--- src/hdl/ccg_pkg.sv ---
// constants shared by the processor clock, ready and reset generator
package ccg_pkg;
  // ***********************************************************
  // synchronised pin vector layout
  // ***********************************************************
  localparam int PIN_W = 10;
  localparam int PIN_XTAL = 0;
  localparam int PIN_EFI = 1;
  localparam int PIN_SRC_SEL = 2;
  localparam int PIN_CLEAR = 3;
  localparam int PIN_RES_N = 4;
  localparam int PIN_RDY_A = 5;
  localparam int PIN_RDY_B = 6;
  localparam int PIN_QUAL_A_N = 7;
  localparam int PIN_QUAL_B_N = 8;
  localparam int PIN_DEPTH = 9;
  localparam logic [PIN_W-1:0] PIN_RST_VAL = 10'h210;

  // ***********************************************************
  // divider
  // ***********************************************************
  localparam int CNT_W = 2;
  localparam logic [CNT_W-1:0] CNT_LAST = 2'h2;
  localparam logic [CNT_W-1:0] CNT_FIRST = 2'h0;
  localparam logic [CNT_W-1:0] CNT_RST_VAL = 2'h2;

  // ***********************************************************
  // register map
  // ***********************************************************
  localparam logic [11:0] OFS_CTRL = 12'h000;
  localparam logic [11:0] OFS_STATUS = 12'h004;
  localparam int CTRL_SOFT_CLEAR = 0;
  localparam int CTRL_FORCE_RESET = 1;
  localparam logic [1:0] CTRL_RST_VAL = 2'h0;
endpackage

--- src/hdl/ccg_top.sv ---
// processor clock divider, peripheral clock, reset and ready synchroniser
// Behaviour
// - selected source divided by three, clock high one source period of three
// - peripheral clock toggles each processor clock rise: half rate, 50% duty
// - oscillator buffer output follows the crystal input at its own rate
// - source strap picks crystal or external frequency input for the divider
// - strap high selects external frequency input, low selects crystal
// - oscillator output keeps running whichever source the divider uses
// - counter clear high holds the divider; low lets it resume counting
// - active-low reset request yields active-high processor reset
// - reset request sampled on processor clock falling edge before output
// - two ready inputs, each counted only while its qualifier is active
// - qualifiers are active low
// - two-stage mode: rising ready via stage one on rise, stage two on fall
// - two-stage mode: falling ready clears stage two at the falling edge
// - one-stage mode: stage one bypassed, stage two samples on falling edge
// - depth select honoured anew on every processor clock cycle
//
// Register access over APB and the placing of the registers were left to the implementer.
`timescale 1ns/100ps
`default_nettype none

module ccg_top #(
  parameter int SYNC_STAGES = 2
) (
  // system
  input wire logic clk_sys,
  input wire logic sys_rst,
  // clock pins
  input wire logic crystal_in,
  input wire logic external_freq_in,
  input wire logic source_select,
  input wire logic counter_clear,
  // reset and ready pins
  input wire logic reset_request_n,
  input wire logic bus_ready_a,
  input wire logic bus_ready_b,
  input wire logic ready_qualifier_a_n,
  input wire logic ready_qualifier_b_n,
  input wire logic sync_depth_select,
  // generated outputs
  output logic cpu_clk,
  output logic peripheral_clk,
  output logic oscillator_buffer_out,
  output logic cpu_reset,
  output logic ready_out,
  // apb slave
  input wire logic psel,
  input wire logic penable,
  input wire logic pwrite,
  input wire logic [11:0] paddr,
  input wire logic [31:0] pwdata,
  output logic [31:0] prdata,
  output logic pready,
  output logic pslverr
);
  import ccg_pkg::*;

  // ***********************************************************
  // pin synchronisers
  // ***********************************************************
  logic [PIN_W-1:0] pin_raw;
  logic [PIN_W-1:0] pin_s;
  assign pin_raw = {sync_depth_select, ready_qualifier_b_n,
                    ready_qualifier_a_n, bus_ready_b, bus_ready_a,
                    reset_request_n, counter_clear, source_select,
                    external_freq_in, crystal_in};

  genvar gi;
  generate
    for (gi = 0; gi < PIN_W; gi++) begin : g_sync
      logic [SYNC_STAGES-1:0] chain_ff;
      always_ff @(posedge clk_sys) begin
        if (sys_rst) begin
          chain_ff <= {SYNC_STAGES{PIN_RST_VAL[gi]}};
        end else begin
          chain_ff <= {chain_ff[SYNC_STAGES-2:0], pin_raw[gi]};
        end
      end
      assign pin_s[gi] = chain_ff[SYNC_STAGES-1];
    end
  endgenerate

  // ***********************************************************
  // registers
  // ***********************************************************
  logic [1:0] ctrl_ff;
  logic xtal_d_ff;
  logic efi_d_ff;
  logic [CNT_W-1:0] cnt_ff;
  logic cpu_clk_ff;
  logic pclk_ff;
  logic reset_ff;
  logic stage1_ff;
  logic stage2_ff;

  // ***********************************************************
  // source select and divide-by-three
  // ***********************************************************
  logic xtal_edge;
  logic efi_edge;
  logic src_edge;
  logic clear_now;
  logic cpu_rise;
  logic cpu_fall;
  logic [CNT_W-1:0] nxt_cnt;

  always_ff @(posedge clk_sys) begin
    if (sys_rst) begin
      xtal_d_ff <= 1'b0;
      efi_d_ff <= 1'b0;
    end else begin
      xtal_d_ff <= pin_s[PIN_XTAL];
      efi_d_ff <= pin_s[PIN_EFI];
    end
  end

  assign xtal_edge = pin_s[PIN_XTAL] & ~xtal_d_ff;
  assign efi_edge = pin_s[PIN_EFI] & ~efi_d_ff;
  // strap high takes the external input
  assign src_edge = pin_s[PIN_SRC_SEL] ? efi_edge : xtal_edge;
  // soft clear lets software align generators without the pin
  assign clear_now = pin_s[PIN_CLEAR] | ctrl_ff[CTRL_SOFT_CLEAR];
  assign cpu_rise = src_edge & ~clear_now & (cnt_ff == CNT_LAST);
  assign cpu_fall = src_edge & ~clear_now & (cnt_ff == CNT_FIRST);

  always_comb begin
    if (cnt_ff == CNT_LAST) begin
      nxt_cnt = CNT_FIRST;
    end else begin
      nxt_cnt = cnt_ff + 2'h1;
    end
  end

  // held at the last count so the first edge after clear raises the clock
  always_ff @(posedge clk_sys) begin
    if (sys_rst) begin
      cnt_ff <= CNT_RST_VAL;
      cpu_clk_ff <= 1'b0;
    end else if (clear_now) begin
      cnt_ff <= CNT_RST_VAL;
      cpu_clk_ff <= 1'b0;
    end else if (src_edge) begin
      cnt_ff <= nxt_cnt;
      cpu_clk_ff <= (nxt_cnt == CNT_FIRST);
    end
  end

  always_ff @(posedge clk_sys) begin
    if (sys_rst || clear_now) begin
      pclk_ff <= 1'b0;
    end else if (cpu_rise) begin
      pclk_ff <= ~pclk_ff;
    end
  end

  // ***********************************************************
  // reset logic
  // ***********************************************************
  always_ff @(posedge clk_sys) begin
    if (sys_rst) begin
      reset_ff <= 1'b1;
    end else if (cpu_fall) begin
      // request sampled only at the processor clock falling edge
      reset_ff <= ~pin_s[PIN_RES_N] | ctrl_ff[CTRL_FORCE_RESET];
    end
  end

  // ***********************************************************
  // ready synchronisation
  // ***********************************************************
  logic qual_ready;
  logic one_stage;
  assign qual_ready = (pin_s[PIN_RDY_A] & ~pin_s[PIN_QUAL_A_N]) |
                      (pin_s[PIN_RDY_B] & ~pin_s[PIN_QUAL_B_N]);
  // sampled per cycle, so each bus cycle may pick its own depth
  assign one_stage = pin_s[PIN_DEPTH];

  always_ff @(posedge clk_sys) begin
    if (sys_rst) begin
      stage1_ff <= 1'b0;
    end else if (cpu_rise) begin
      stage1_ff <= qual_ready;
    end
  end

  always_ff @(posedge clk_sys) begin
    if (sys_rst) begin
      stage2_ff <= 1'b0;
    end else if (cpu_fall) begin
      if (one_stage) begin
        stage2_ff <= qual_ready;
      end else begin
        // a drop goes straight through; a rise must pass stage one
        stage2_ff <= stage1_ff & qual_ready;
      end
    end
  end

  // ***********************************************************
  // apb slave
  // ***********************************************************
  logic apb_access;
  logic hit_ctrl;
  logic hit_status;
  assign apb_access = psel & penable;
  assign hit_ctrl = (paddr == OFS_CTRL);
  assign hit_status = (paddr == OFS_STATUS);
  assign pready = 1'b1;
  assign pslverr = apb_access & ~hit_ctrl & ~hit_status;

  always_ff @(posedge clk_sys) begin
    if (sys_rst) begin
      ctrl_ff <= CTRL_RST_VAL;
    end else if (apb_access && pwrite && hit_ctrl) begin
      ctrl_ff <= pwdata[1:0];
    end
  end

  always_comb begin
    prdata = 32'h0000_0000;
    if (psel && !pwrite && hit_ctrl) begin
      prdata = {30'h0, ctrl_ff};
    end else if (psel && !pwrite && hit_status) begin
      prdata = {22'h0, cnt_ff, pin_s[PIN_SRC_SEL], one_stage, stage1_ff,
                stage2_ff, reset_ff, pclk_ff, cpu_clk_ff,
                pin_s[PIN_XTAL]};
    end
  end

  // ***********************************************************
  // outputs
  // ***********************************************************
  assign cpu_clk = cpu_clk_ff;
  assign peripheral_clk = pclk_ff;
  // crystal buffered regardless of the divider source
  assign oscillator_buffer_out = pin_s[PIN_XTAL];
  assign cpu_reset = reset_ff;
  assign ready_out = stage2_ff;

  // ***********************************************************
  // assertions
  // ***********************************************************
  AST_DIV_HIGH: assert property (@(posedge clk_sys) disable iff (sys_rst)
    cpu_clk_ff && src_edge && !clear_now |=> !cpu_clk_ff)
    else $error("processor clock high longer than one source period");
  AST_DIV_LOW: assert property (@(posedge clk_sys) disable iff (sys_rst)
    cpu_rise |=> cpu_clk_ff)
    else $error("processor clock did not rise at last count");
  AST_DIV_CNT: assert property (@(posedge clk_sys) disable iff (sys_rst)
    cpu_clk_ff |-> (cnt_ff == CNT_FIRST))
    else $error("processor clock high outside count zero");
  AST_PCLK: assert property (@(posedge clk_sys) disable iff (sys_rst)
    $changed(pclk_ff) && !$past(clear_now) |-> $rose(cpu_clk_ff))
    else $error("peripheral clock moved without clock rise");
  AST_OSC: assert property (@(posedge clk_sys) disable iff (sys_rst)
    !$past(sys_rst, SYNC_STAGES) |->
    (oscillator_buffer_out == $past(crystal_in, SYNC_STAGES)))
    else $error("oscillator output not following crystal");
  AST_SRC: assert property (@(posedge clk_sys) disable iff (sys_rst)
    $rose(cpu_clk_ff) |-> $past(pin_s[PIN_SRC_SEL] ? efi_edge : xtal_edge))
    else $error("divider advanced on wrong source");
  AST_CLEAR: assert property (@(posedge clk_sys) disable iff (sys_rst)
    clear_now |=> !cpu_clk_ff && !pclk_ff && (cnt_ff == CNT_LAST))
    else $error("divider not held by clear");
  AST_RESET_EDGE: assert property (@(posedge clk_sys) disable iff (sys_rst)
    $changed(reset_ff) |-> $past(cpu_fall))
    else $error("reset changed away from clock fall");
  AST_RESET_POL: assert property (@(posedge clk_sys) disable iff (sys_rst)
    $past(cpu_fall) && !$past(ctrl_ff[CTRL_FORCE_RESET]) |->
    (reset_ff == !$past(pin_s[PIN_RES_N])))
    else $error("reset polarity wrong");
  AST_RESET_FORCE: assert property (@(posedge clk_sys) disable iff (sys_rst)
    $past(cpu_fall) && $past(ctrl_ff[CTRL_FORCE_RESET]) |-> reset_ff)
    else $error("forced reset not applied at clock fall");
  AST_QUAL_OFF: assert property (@(posedge clk_sys) disable iff (sys_rst)
    $past(cpu_fall) && $past(pin_s[PIN_QUAL_A_N]) &&
    $past(pin_s[PIN_QUAL_B_N]) |-> !ready_out)
    else $error("ready passed with both qualifiers inactive");
  AST_STAGE1: assert property (@(posedge clk_sys) disable iff (sys_rst)
    $rose(stage1_ff) |-> $past(cpu_rise) && $past(qual_ready))
    else $error("stage one captured off clock rise");
  AST_READY_RISE: assert property (@(posedge clk_sys) disable iff (sys_rst)
    $rose(ready_out) && !$past(one_stage) |-> $past(cpu_fall) &&
    $past(stage1_ff))
    else $error("two-stage ready rose without stage one");
  AST_READY_FALL: assert property (@(posedge clk_sys) disable iff (sys_rst)
    $fell(ready_out) |-> $past(cpu_fall) && !$past(qual_ready))
    else $error("ready fell without qualified drop");
  AST_ONE_STAGE: assert property (@(posedge clk_sys) disable iff (sys_rst)
    $past(cpu_fall) && $past(one_stage) |-> (ready_out == $past(qual_ready)))
    else $error("one-stage ready not sampled at clock fall");
endmodule

`default_nettype wire

--- config.mk ---
export PLATFORM = sky130hd
export DESIGN_NAME = ccg_top
export DESIGN_NICKNAME = d
export VERILOG_FILES = /design/src/hdl/ccg_pkg.sv /design/src/hdl/ccg_top.sv
export SDC_FILE = /design/constraint.sdc
export NUM_CORES = 1
export LEC_CHECK = 0
export BUFFER_PORTS_ARGS = -buffer_cell sky130_fd_sc_hd__clkbuf_2
export CAP_MARGIN = 20
export CORE_UTILIZATION = 30
export DETAILED_ROUTE_END_ITERATION = 10
export PLACE_DENSITY = 0.65
export SYNTH_ARGS = -nofsm -noshare
export SYNTH_HDL_FRONTEND = slang
export SYNTH_SLANG_ARGS = --single-unit
--- constraint.sdc ---
create_clock -name clk_sys -period 1.9 [get_ports clk_sys]
set_input_delay 0.285 -clock clk_sys [delete_from_list [all_inputs] [get_ports clk_sys]]
set_output_delay 0.285 -clock clk_sys [all_outputs]
set_load 0.02 [all_outputs]
==> impl_metrics.csv, run 1 <==
group,metric,value,unit
outcome,outcome,"finished, final reports clean",
sta,setup_viol,0,
drt,dr.pass1.iters,3,
critical_path,r2r_end,"stage1_ff",
synth,ys_ff_latch,31,
power_and_ir_drop,fin_total_pwr,1.59,mW
sta,rsz0062_at_grt,"false",
sta,fin_skew,0.00524,ns
die,start_util,0.318,
synth,synth_fa_ha_area_frac,0,
synth,synth_cells,151,
sta,period_needed,1.75,ns
sta,holdWs,0.181,ns
finish,final_cells,252,
sta,hold_viol,0,
cts,clockBufferDepth,2,
sta,worst_slack,0.150,ns
power_and_ir_drop,p_leak,0.794,nW
synth,avgSynthCellArea,9.30,um^2
die,ios,98,
critical_path,critPathMaxFanout,10,
synth,ys.flop_type,"dfxtp_1",
synth,synth_area,0.00140,mm^2
finish,fin_area,0.00173,mm^2
placement,post-place-ws,0.125,ns
die,fp.coreArea,0.00441,mm^2
critical_path,r2r_cells,3,
finish,antennaDiodeCount,0,
critical_path,cp-startpoint,"paddr[11]",
synth,yosys.cell_count.top_type,"dfxtp_1",
synth,synth.distinct_cells,31,
global_route,grt_usage,0.102,
critical_path,crit_end,"prdata[5]",
synth,synth.area.top_cells,"dfxtp_1, buf_4, nor2b_1, mux2i_1, nand2b_1",
synth,seq_area_frac_synth,0.442,
synth,synthXorXnorAreaFrac,0,
synth,synthSimpleGateAreaFrac,0.266,
sta,slew_viol_final,0,
drt,drcViolationCount,0,
critical_path,critPathKind,"primary input to output pin",
placement,place_congestion,0.850,
synth,muxShareOfSynthArea,0.0579,
cts,clkLatencyLatePin,0.28,ns
synth,synth_warnings,0,
placement,dpl_cell_area,0.00160,mm^2
drt,vias,1048,
sta,timing.final.crit_share,0.921,
drt,drtIter0Drc,15,
cts,ctsHtreeMaxLevel,2,
placement,numPortBuffers,44,
critical_path,cp.required,1.62,ns
drt,via_per_inst,4.16,
cts,tritoncts,"built",
hold_path,hold_path.class,"primary input to register",
global_route,grt_antenna_before_repair,0,
drt,finalWirelength,2430,um
global_route,grt_max_degree,19,
power_and_ir_drop,p_per_area,919,mW/mm^2
cts,clkSinkCount,31,
synth,synth_top_area_cell,"dfxtp_1",
die,die_height,70.4,um
cts,cts_buffers,5,
critical_path,critical_path_arrival,1.47,ns
global_route,gr-total-overflow,0,
placement,dp.cells,244,
synth,synth-edff-count,0,
sta,max_freq,0.571,GHz
synth,synth_top_area_frac,0.442,
finish,final_core_util,0.393,
drt,antenna_left,0,
global_route,grt_pass1_vias,843,
cts,cts_root_buffer,"clkbuf_8",
die,dieArea,0.00496,mm^2
die,die_w,70.4,um
critical_path,critPathLaunchType,"primary input",
cts,cts.clk_slew.worst_paths,0.06,ns
finish,drive_gt1_frac,0.300,
critical_path,rrSetupSlack,0.26,ns
cts,postCtsSetupBuffers,0,
drt,wl_per_cell,9.66,um
synth,synth_top_family_by_area,"simple AND/OR/NAND/NOR gates",
finish,syn_to_final_growth,23.5,%
synth,synthTopCellsByCount,"dfxtp_1, buf_4, nor2b_1, nor3_1, inv_1",
synth,synth_compound_area_frac,0.0660,
power_and_ir_drop,peakVddDrop,352,uV
critical_path,critPathCaptureType,"output pin",
die,row_count,24,
synth,synth-async-reset-ratio,0,
global_route,grt_pass1_wl,3770,um
placement,dp_hpwl,1780,um
finish,fin_nets,258,
critical_path,reg2reg_from,"g_sync[0].chain_ff[1]",
cts,hold_buffers,0,
flow_run,cap_violations,0,
sta,finalSetupTns,0,ns
[cell families after synthesis]
kind of cell    after synthesis
compound gates               12
buf+inv                      36
flops                        31
mux                           8
other cells                   2
simple gates                 62
[cells in the final DEF, fill, tap and decap left out, drive strengths merged, types with 4 or more instances in the layout]
cell type	instances
a21oi	4
clkbuf	50
conb	23
dfxtp	31
inv	9
mux2i	7
nand2b	8
nor2	4
nor2b	19
nor3	10
or2	4
[worst max-delay path, cell delays in order]
cell and delay (ns):
clkbuf_2 0.08, nor4_1 0.40, nand4_1 0.14, buf_4 0.20, nor3_1 0.16, clkbuf_2 0.20
[what timing repair did]
item	in CTS	in global routing
hold endpoints to repair	0	0
setup endpoints to repair	0	1
resized for setup	0	1
[layer usage]
metal,part of all wire,vias up,track usage
met5,0,-,0
met4,0.025,0,0.0689
met3,0.095,6,0.0577
met2,0.45,46,0.149
met1,0.43,446,0.111
li1,-,550,-
[how the worst min path moves through the flow]
stage,from,to,slack [ns],cells after the start
4_1_cts,sync_depth_select,g_sync[9].chain_ff[0],0.17,2
2_1_floorplan,reset_request_n,g_sync[4].chain_ff[0],0.39,1
3_5_place_dp,g_sync[4].chain_ff[0],g_sync[4].chain_ff[1],0.39,1
3_3_place_gp,g_sync[9].chain_ff[0],g_sync[9].chain_ff[1],0.39,1
6_report,sync_depth_select,g_sync[9].chain_ff[0],0.18,2
5_1_grt,sync_depth_select,g_sync[9].chain_ff[0],0.17,2
[sequential cells by signal, summed over array words and instances, names as in the netlist]
| name | count |
|---|---|
| ready_out | 1 |
| cpu_clk | 1 |
| ctrl_ff | 2 |
| cpu_reset | 1 |
| efi_d_ff | 1 |
| cnt_ff | 2 |
| peripheral_clk | 1 |
| g_sync.chain_ff | 20 |
| stage1_ff | 1 |
| xtal_d_ff | 1 |
[area by class of cell]
cell class	instances	area, um^2
fill	463	2680
multi-input combinational	105	639
sequential	31	621
timing repair buffer	47	243
clock buffer	6	72.6
tap	52	65.1
clock inverter	2	60.1
inverter	9	33.8
[power by group]
group	leakage (nW)	total (mW)	switching, mW	internal, mW
logic	0.474	0.144	0.0891	0.0551
registers	0.255	0.686	0.0104	0.675
clock network	0.0654	0.764	0.240	0.524
total	0.794	1.59	0.340	1.25
Power figures use the tool's default switching activity.
==> run 2, diff against run 1 <==
- CELL_PAD_IN_SITES_DETAIL_PLACEMENT: default -> 0
- CELL_PAD_IN_SITES_GLOBAL_PLACEMENT: default -> 1
- CORE_UTILIZATION: 30 -> 28
- PLACE_DENSITY: 0.65 -> 0.82
- clock period: 1.9 -> 1.69 ns (I/O delays scaled with it)
==> impl_metrics.csv, run 2 (synthesized netlist as in run 1, its figures left out) <==
group,metric,value,unit
outcome,outcome,"finished, final reports clean",
global_route,grt_pass1_wl,3990,um
power_and_ir_drop,fin_total_pwr,1.49,mW
power_and_ir_drop,peakVddDrop,525,uV
die,die_w,72.8,um
cts,cts.clk_slew.worst_paths,0.06,ns
die,row_count,25,
critical_path,crit_path_cell_trace,"clkbuf_2 -> nor4_2 -> buf_4 -> nand4_1 -> buf_6 -> nor3_1 -> buf_2",
critical_path,worstPathBufferInverterCount,4,
sta,rsz0062_at_grt,"true",
cts,clkSinkCount,31,
global_route,grt_antenna_before_repair,0,
critical_path,rrSetupSlack,0.11,ns
finish,multi_input_area,666,um^2
global_route,grt_max_degree,19,
global_route,grt_pass1_vias,922,
finish,top_register,"g_sync.chain_ff",
power_and_ir_drop,power_frac_comb,0.114,
drt,drtIter0Drc,41,
critical_path,critPathCaptureType,"output pin",
power_and_ir_drop,p_int,1.11,mW
critical_path,cp-startpoint,"paddr[11]",
critical_path,cpLargestDelayFamily,"buffers and inverters",
placement,place_congestion,0.847,
critical_path,crit_end,"prdata[2]",
critical_path,r2r_end,"stage1_ff",
critical_path,critPathKind,"primary input to output pin",
sta,finalSetupTns,0,ns
power_and_ir_drop,switching_share,0.252,
cts,cts_resized,1,
critical_path,critPathLaunchType,"primary input",
die,start_util,0.293,
critical_path,cp.required,1.44,ns
drt,finalWirelength,2530,um
drt,wl_per_cell,9.32,um
finish,antennaDiodeCount,0,
drt,antenna_left,0,
cts,ctsHtreeMaxLevel,2,
power_and_ir_drop,p_sw,0.375,mW
placement,numPortBuffers,44,
placement,dp_hpwl,1900,um
sta,slew_viol_final,0,
critical_path,critical_path.slowest_cell,"nor4_2",
die,fp.coreArea,0.00479,mm^2
critical_path,reg2reg_from,"g_sync[2].chain_ff[1]",
drt,vias,1067,
finish,mostFrequentLayoutCells,"clkbuf_2, dfxtp_1, conb_1",
global_route,grt_usage,0.103,
finish,fin_nets,263,
sta,setup_viol,0,
finish,seqCellArea,622,um^2
power_and_ir_drop,clkPwrFrac,0.368,
die,dieArea,0.00530,mm^2
flow_run,cap_violations,0,
critical_path,critical_path_arrival,1.37,ns
sta,fin_skew,0.00472,ns
sta,max_freq,0.614,GHz
finish,drive_gt1_frac,0.346,
power_and_ir_drop,seqPwrFrac,0.518,
critical_path,cp.depth,7,
critical_path,critPathMaxFanout,10,
finish,final_common_cell,"clkbuf_2",
cts,clockBufferDepth,2,
sta,hold_viol,0,
sta,period_needed,1.63,ns
finish,fillers,513,
finish,top_regs,"g_sync.chain_ff (20), cnt_ff (2), ctrl_ff (2)",
hold_path,hold_path.class,"primary input to register",
cts,postCtsSetupBuffers,0,
drt,drcViolationCount,0,
sta,timing.final.crit_share,0.964,
critical_path,r2r_cells,3,
die,ios,98,
cts,cts_root_buffer,"clkbuf_8",
drt,dr.pass1.iters,3,
finish,largest_register_ffs,20,
die,die_height,72.8,um
power_and_ir_drop,p_leak,0.811,nW
global_route,gr-total-overflow,0,
cts,cts_buffers,5,
critical_path,critical-path-max-stage-delay,0.27,ns
power_and_ir_drop,p_per_area,835,mW/mm^2
finish,syn_to_final_growth,26.7,%
cts,tritoncts,"built",
cts,clkLatencyLatePin,0.28,ns
drt,via_per_inst,3.92,
cts,hold_buffers,0,
[run 2: cell types whose count changed in the layout (fill, tap and decap cells not counted), moves of 2 or more]
cell	change
nor3_2	+4
bufinv_16	-2
nor3_1	-4
buf_2	+6
buf_4	+6
clkbuf_2	-8
[run 2: layout make-up]
type	instances	area share
inverters	9	0.0190
multi-input cells	105	0.374
clock inverters	2	0.00703
flip-flops and latches	31	0.350
clock buffers	6	0.0408
repair buffers	52	0.162
well taps	67	0.0471
[run 2: routing by layer]
layer | up-vias | routed length, um | global-route usage
li1 | 555 | - | -
met1 | 461 | 1170 | 0.111
met2 | 46 | 1140 | 0.170
met3 | 5 | 180 | 0.0483
met4 | 0 | 48 | 0.0523
met5 | - | 0 | 0
[run 2: through the flow]
| step | hold WS (ns) | utilization | instances | setup WS [ns] | area (um^2) |
|---|---|---|---|---|---|
| global route | 0.144 | 0.372 | 272 | -0.0230 | 1780 |
| CTS | 0.149 | 0.364 | 272 | 0.0339 | 1740 |
| floorplan | 0.357 | - | 172 | -0.0556 | 1480 |
| finish | 0.158 | 0.372 | 272 | 0.0617 | 1780 |
| detailed placement | 0.398 | 0.345 | 264 | 0.0155 | 1650 |
| global placement | 0.393 | 0.345 | 264 | 0.0354 | 1650 |
[run 2: how the worst min path moves through the flow]
stage                                  to  depth (start not counted)  slack, ns                   from
global placement    g_sync[4].chain_ff[1]                          1       0.39  g_sync[4].chain_ff[0]
detailed placement  g_sync[9].chain_ff[1]                          1       0.40  g_sync[9].chain_ff[0]
floorplan           g_sync[4].chain_ff[0]                          1       0.36        reset_request_n
global route        g_sync[4].chain_ff[0]                          2       0.14        reset_request_n
CTS                 g_sync[4].chain_ff[0]                          2       0.15        reset_request_n
finish              g_sync[4].chain_ff[0]                          2       0.16        reset_request_n
[run 2: power by group through the flow]
stage / sequential [mW] / combinational, mW / clock [mW]
CTS: 0.770 / 0.168 / 0.575
floorplan: 0.789 / 0.149 / 0
global placement: 0.785 / 0.165 / 0
finish: 0.770 / 0.170 / 0.547
global route: 0.772 / 0.187 / 0.618
detailed placement: 0.786 / 0.167 / 0
==> run 3, diff against run 2 <==
- SETUP_SLACK_MARGIN: default -> 0.15
==> impl_metrics.csv, run 3 (synthesized netlist as in run 1, its figures left out) <==
group,metric,value,unit
critical_path,reg2reg_from,"xtal_d_ff",
sta,setup_viol,0,
placement,numPortBuffers,44,
finish,antennaDiodeCount,0,
drt,wl_per_cell,9.60,um
critical_path,critPathMaxFanout,5,
global_route,grt_max_degree,20,
global_route,grt_antenna_before_repair,0,
finish,fin_nets,266,
power_and_ir_drop,clkPwrFrac,0.367,
die,die_height,72.8,um
global_route,gr-total-overflow,0,
sta,rsz0062_at_grt,"true",
drt,m1WireLength,1100,um
global_route,grt_pass1_wl,3880,um
cts,clkSinkCount,31,
critical_path,crit_end,"prdata[2]",
cts,hold_buffers,0,
power_and_ir_drop,seqPwrFrac,0.510,
die,dieArea,0.00530,mm^2
power_and_ir_drop,p_per_area,803,mW/mm^2
drt,vias,1098,
power_and_ir_drop,switching_share,0.258,
sta,period_needed,1.61,ns
drt,dr.pass1.iters,5,
cts,cts.clk_slew.worst_paths,0.06,ns
power_and_ir_drop,p_sw,0.389,mW
finish,top_regs,"g_sync.chain_ff (20), cnt_ff (2), ctrl_ff (2)",
drt,wl_met2,1260,um
cts,cts_root_buffer,"clkbuf_8",
power_and_ir_drop,peakVddDrop,466,uV
power_and_ir_drop,p_leak,0.842,nW
die,fp.coreArea,0.00479,mm^2
sta,fin_skew,0.00584,ns
finish,syn_to_final_growth,33.8,%
cts,ctsHtreeMaxLevel,2,
placement,dp_hpwl,1830,um
sta,hold_viol,0,
hold_path,hold_path.class,"primary input to register",
critical_path,cp.required,1.44,ns
finish,final_cells,275,
placement,dp.cells,263,
drt,routed.top_layer,"met4",
sta,timing.final.crit_share,0.956,
finish,multi_input_area,713,um^2
drt,wl_met3,255,um
power_and_ir_drop,fin_total_pwr,1.51,mW
critical_path,critPathLaunchType,"primary input",
die,row_count,25,
critical_path,critical_path_arrival,1.36,ns
finish,largest_register_ffs,20,
placement,dpl_cell_area,0.00167,mm^2
finish,drive_gt1_frac,0.375,
critical_path,critPathCaptureType,"output pin",
finish,fin_area,0.00188,mm^2
power_and_ir_drop,p_int,1.12,mW
drt,antenna_left,0,
cts,tritoncts,"built",
finish,fillers,511,
finish,top_register,"g_sync.chain_ff",
die,ios,98,
cts,cts_buffers,5,
placement,place_congestion,0.824,
finish,final_common_cell,"clkbuf_2",
drt,finalWirelength,2640,um
sta,max_freq,0.619,GHz
power_and_ir_drop,power_frac_comb,0.123,
drt,drcViolationCount,0,
cts,clkLatencyLatePin,0.28,ns
sta,slew_viol_final,0,
global_route,grt_pass1_vias,921,
outcome,outcome,"finished, final reports clean",
critical_path,critPathKind,"primary input to output pin",
critical_path,r2r_end,"peripheral_clk",
die,start_util,0.293,
finish,final_core_util,0.392,
critical_path,rrSetupSlack,0.20,ns
critical_path,cp-startpoint,"paddr[6]",
drt,via_per_inst,3.99,
global_route,grt_usage,0.0999,
die,die_w,72.8,um
critical_path,r2r_cells,5,
cts,clockBufferDepth,2,
finish,mostFrequentLayoutCells,"clkbuf_2, dfxtp_1, conb_1",
finish,seqCellArea,622,um^2
drt,drtIter0Drc,19,
flow_run,cap_violations,0,
run 3: cell type report:
cell class                      instances  share of cell area
Multi-Input combinational cell        105               0.380
Inverter                                9              0.0180
Clock inverter                          2             0.00666
Clock buffer                            6              0.0386
Tap cell                               67              0.0446
Timing Repair Buffer                   55               0.181
Sequential cell                        31               0.331
run 3: critical path, cell delays in order:
cell	delay (ns)
buf_6	0.10
nor4_4	0.31
nand4_1	0.19
buf_2	0.22
nor3_4	0.11
clkbuf_2	0.19
run 3: power groups by stage:
stage / Clock [mW] / Sequential [mW] / Combinational, mW
2_1_floorplan: 0 / 0.789 / 0.151
3_3_place_gp: 0 / 0.785 / 0.168
3_5_place_dp: 0 / 0.786 / 0.170
4_1_cts: 0.568 / 0.770 / 0.178
5_1_grt: 0.607 / 0.772 / 0.202
6_report: 0.553 / 0.769 / 0.185
run 3: routing by layer:
| metal | track usage | vias to the layer above |
|---|---|---|
| met4 | 0.0588 | 0 |
| met2 | 0.168 | 57 |
| met1 | 0.103 | 474 |
| li1 | - | 564 |
| met3 | 0.0442 | 3 |
| met5 | 0 | - |
run 3: worst min-delay path by stage:
stage | depth (start not counted) | startpoint | slack (ns) | to
2_1_floorplan | 1 | reset_request_n | 0.36 | g_sync[4].chain_ff[0]
3_3_place_gp | 1 | g_sync[9].chain_ff[0] | 0.39 | g_sync[9].chain_ff[1]
3_5_place_dp | 1 | g_sync[9].chain_ff[0] | 0.40 | g_sync[9].chain_ff[1]
4_1_cts | 2 | reset_request_n | 0.15 | g_sync[4].chain_ff[0]
5_1_grt | 2 | sync_depth_select | 0.15 | g_sync[9].chain_ff[0]
6_report | 2 | reset_request_n | 0.15 | g_sync[4].chain_ff[0]
run 3: per-stage QoR:
| stage | setup slack [ns] | hold slack, ns | setup TNS [ns] |
|---|---|---|---|
| floorplan | -0.0436 | 0.357 | -0.305 |
| CTS | 0.0909 | 0.146 | 0 |
| global placement | 0.0371 | 0.393 | 0 |
| global route | -0.0154 | 0.148 | -0.0332 |
| detailed placement | 0.0356 | 0.396 | 0 |
| finish | 0.0751 | 0.150 | 0 |
run 3: what timing repair did:
| action | CTS | global route |
|---|---|---|
| cloned | 0 | 1 |
| buffers inserted | 1 | 2 |
| resized for setup | 14 | 19 |
| setup endpoints to repair | 11 | 11 |
| pin swaps | 1 | 4 |
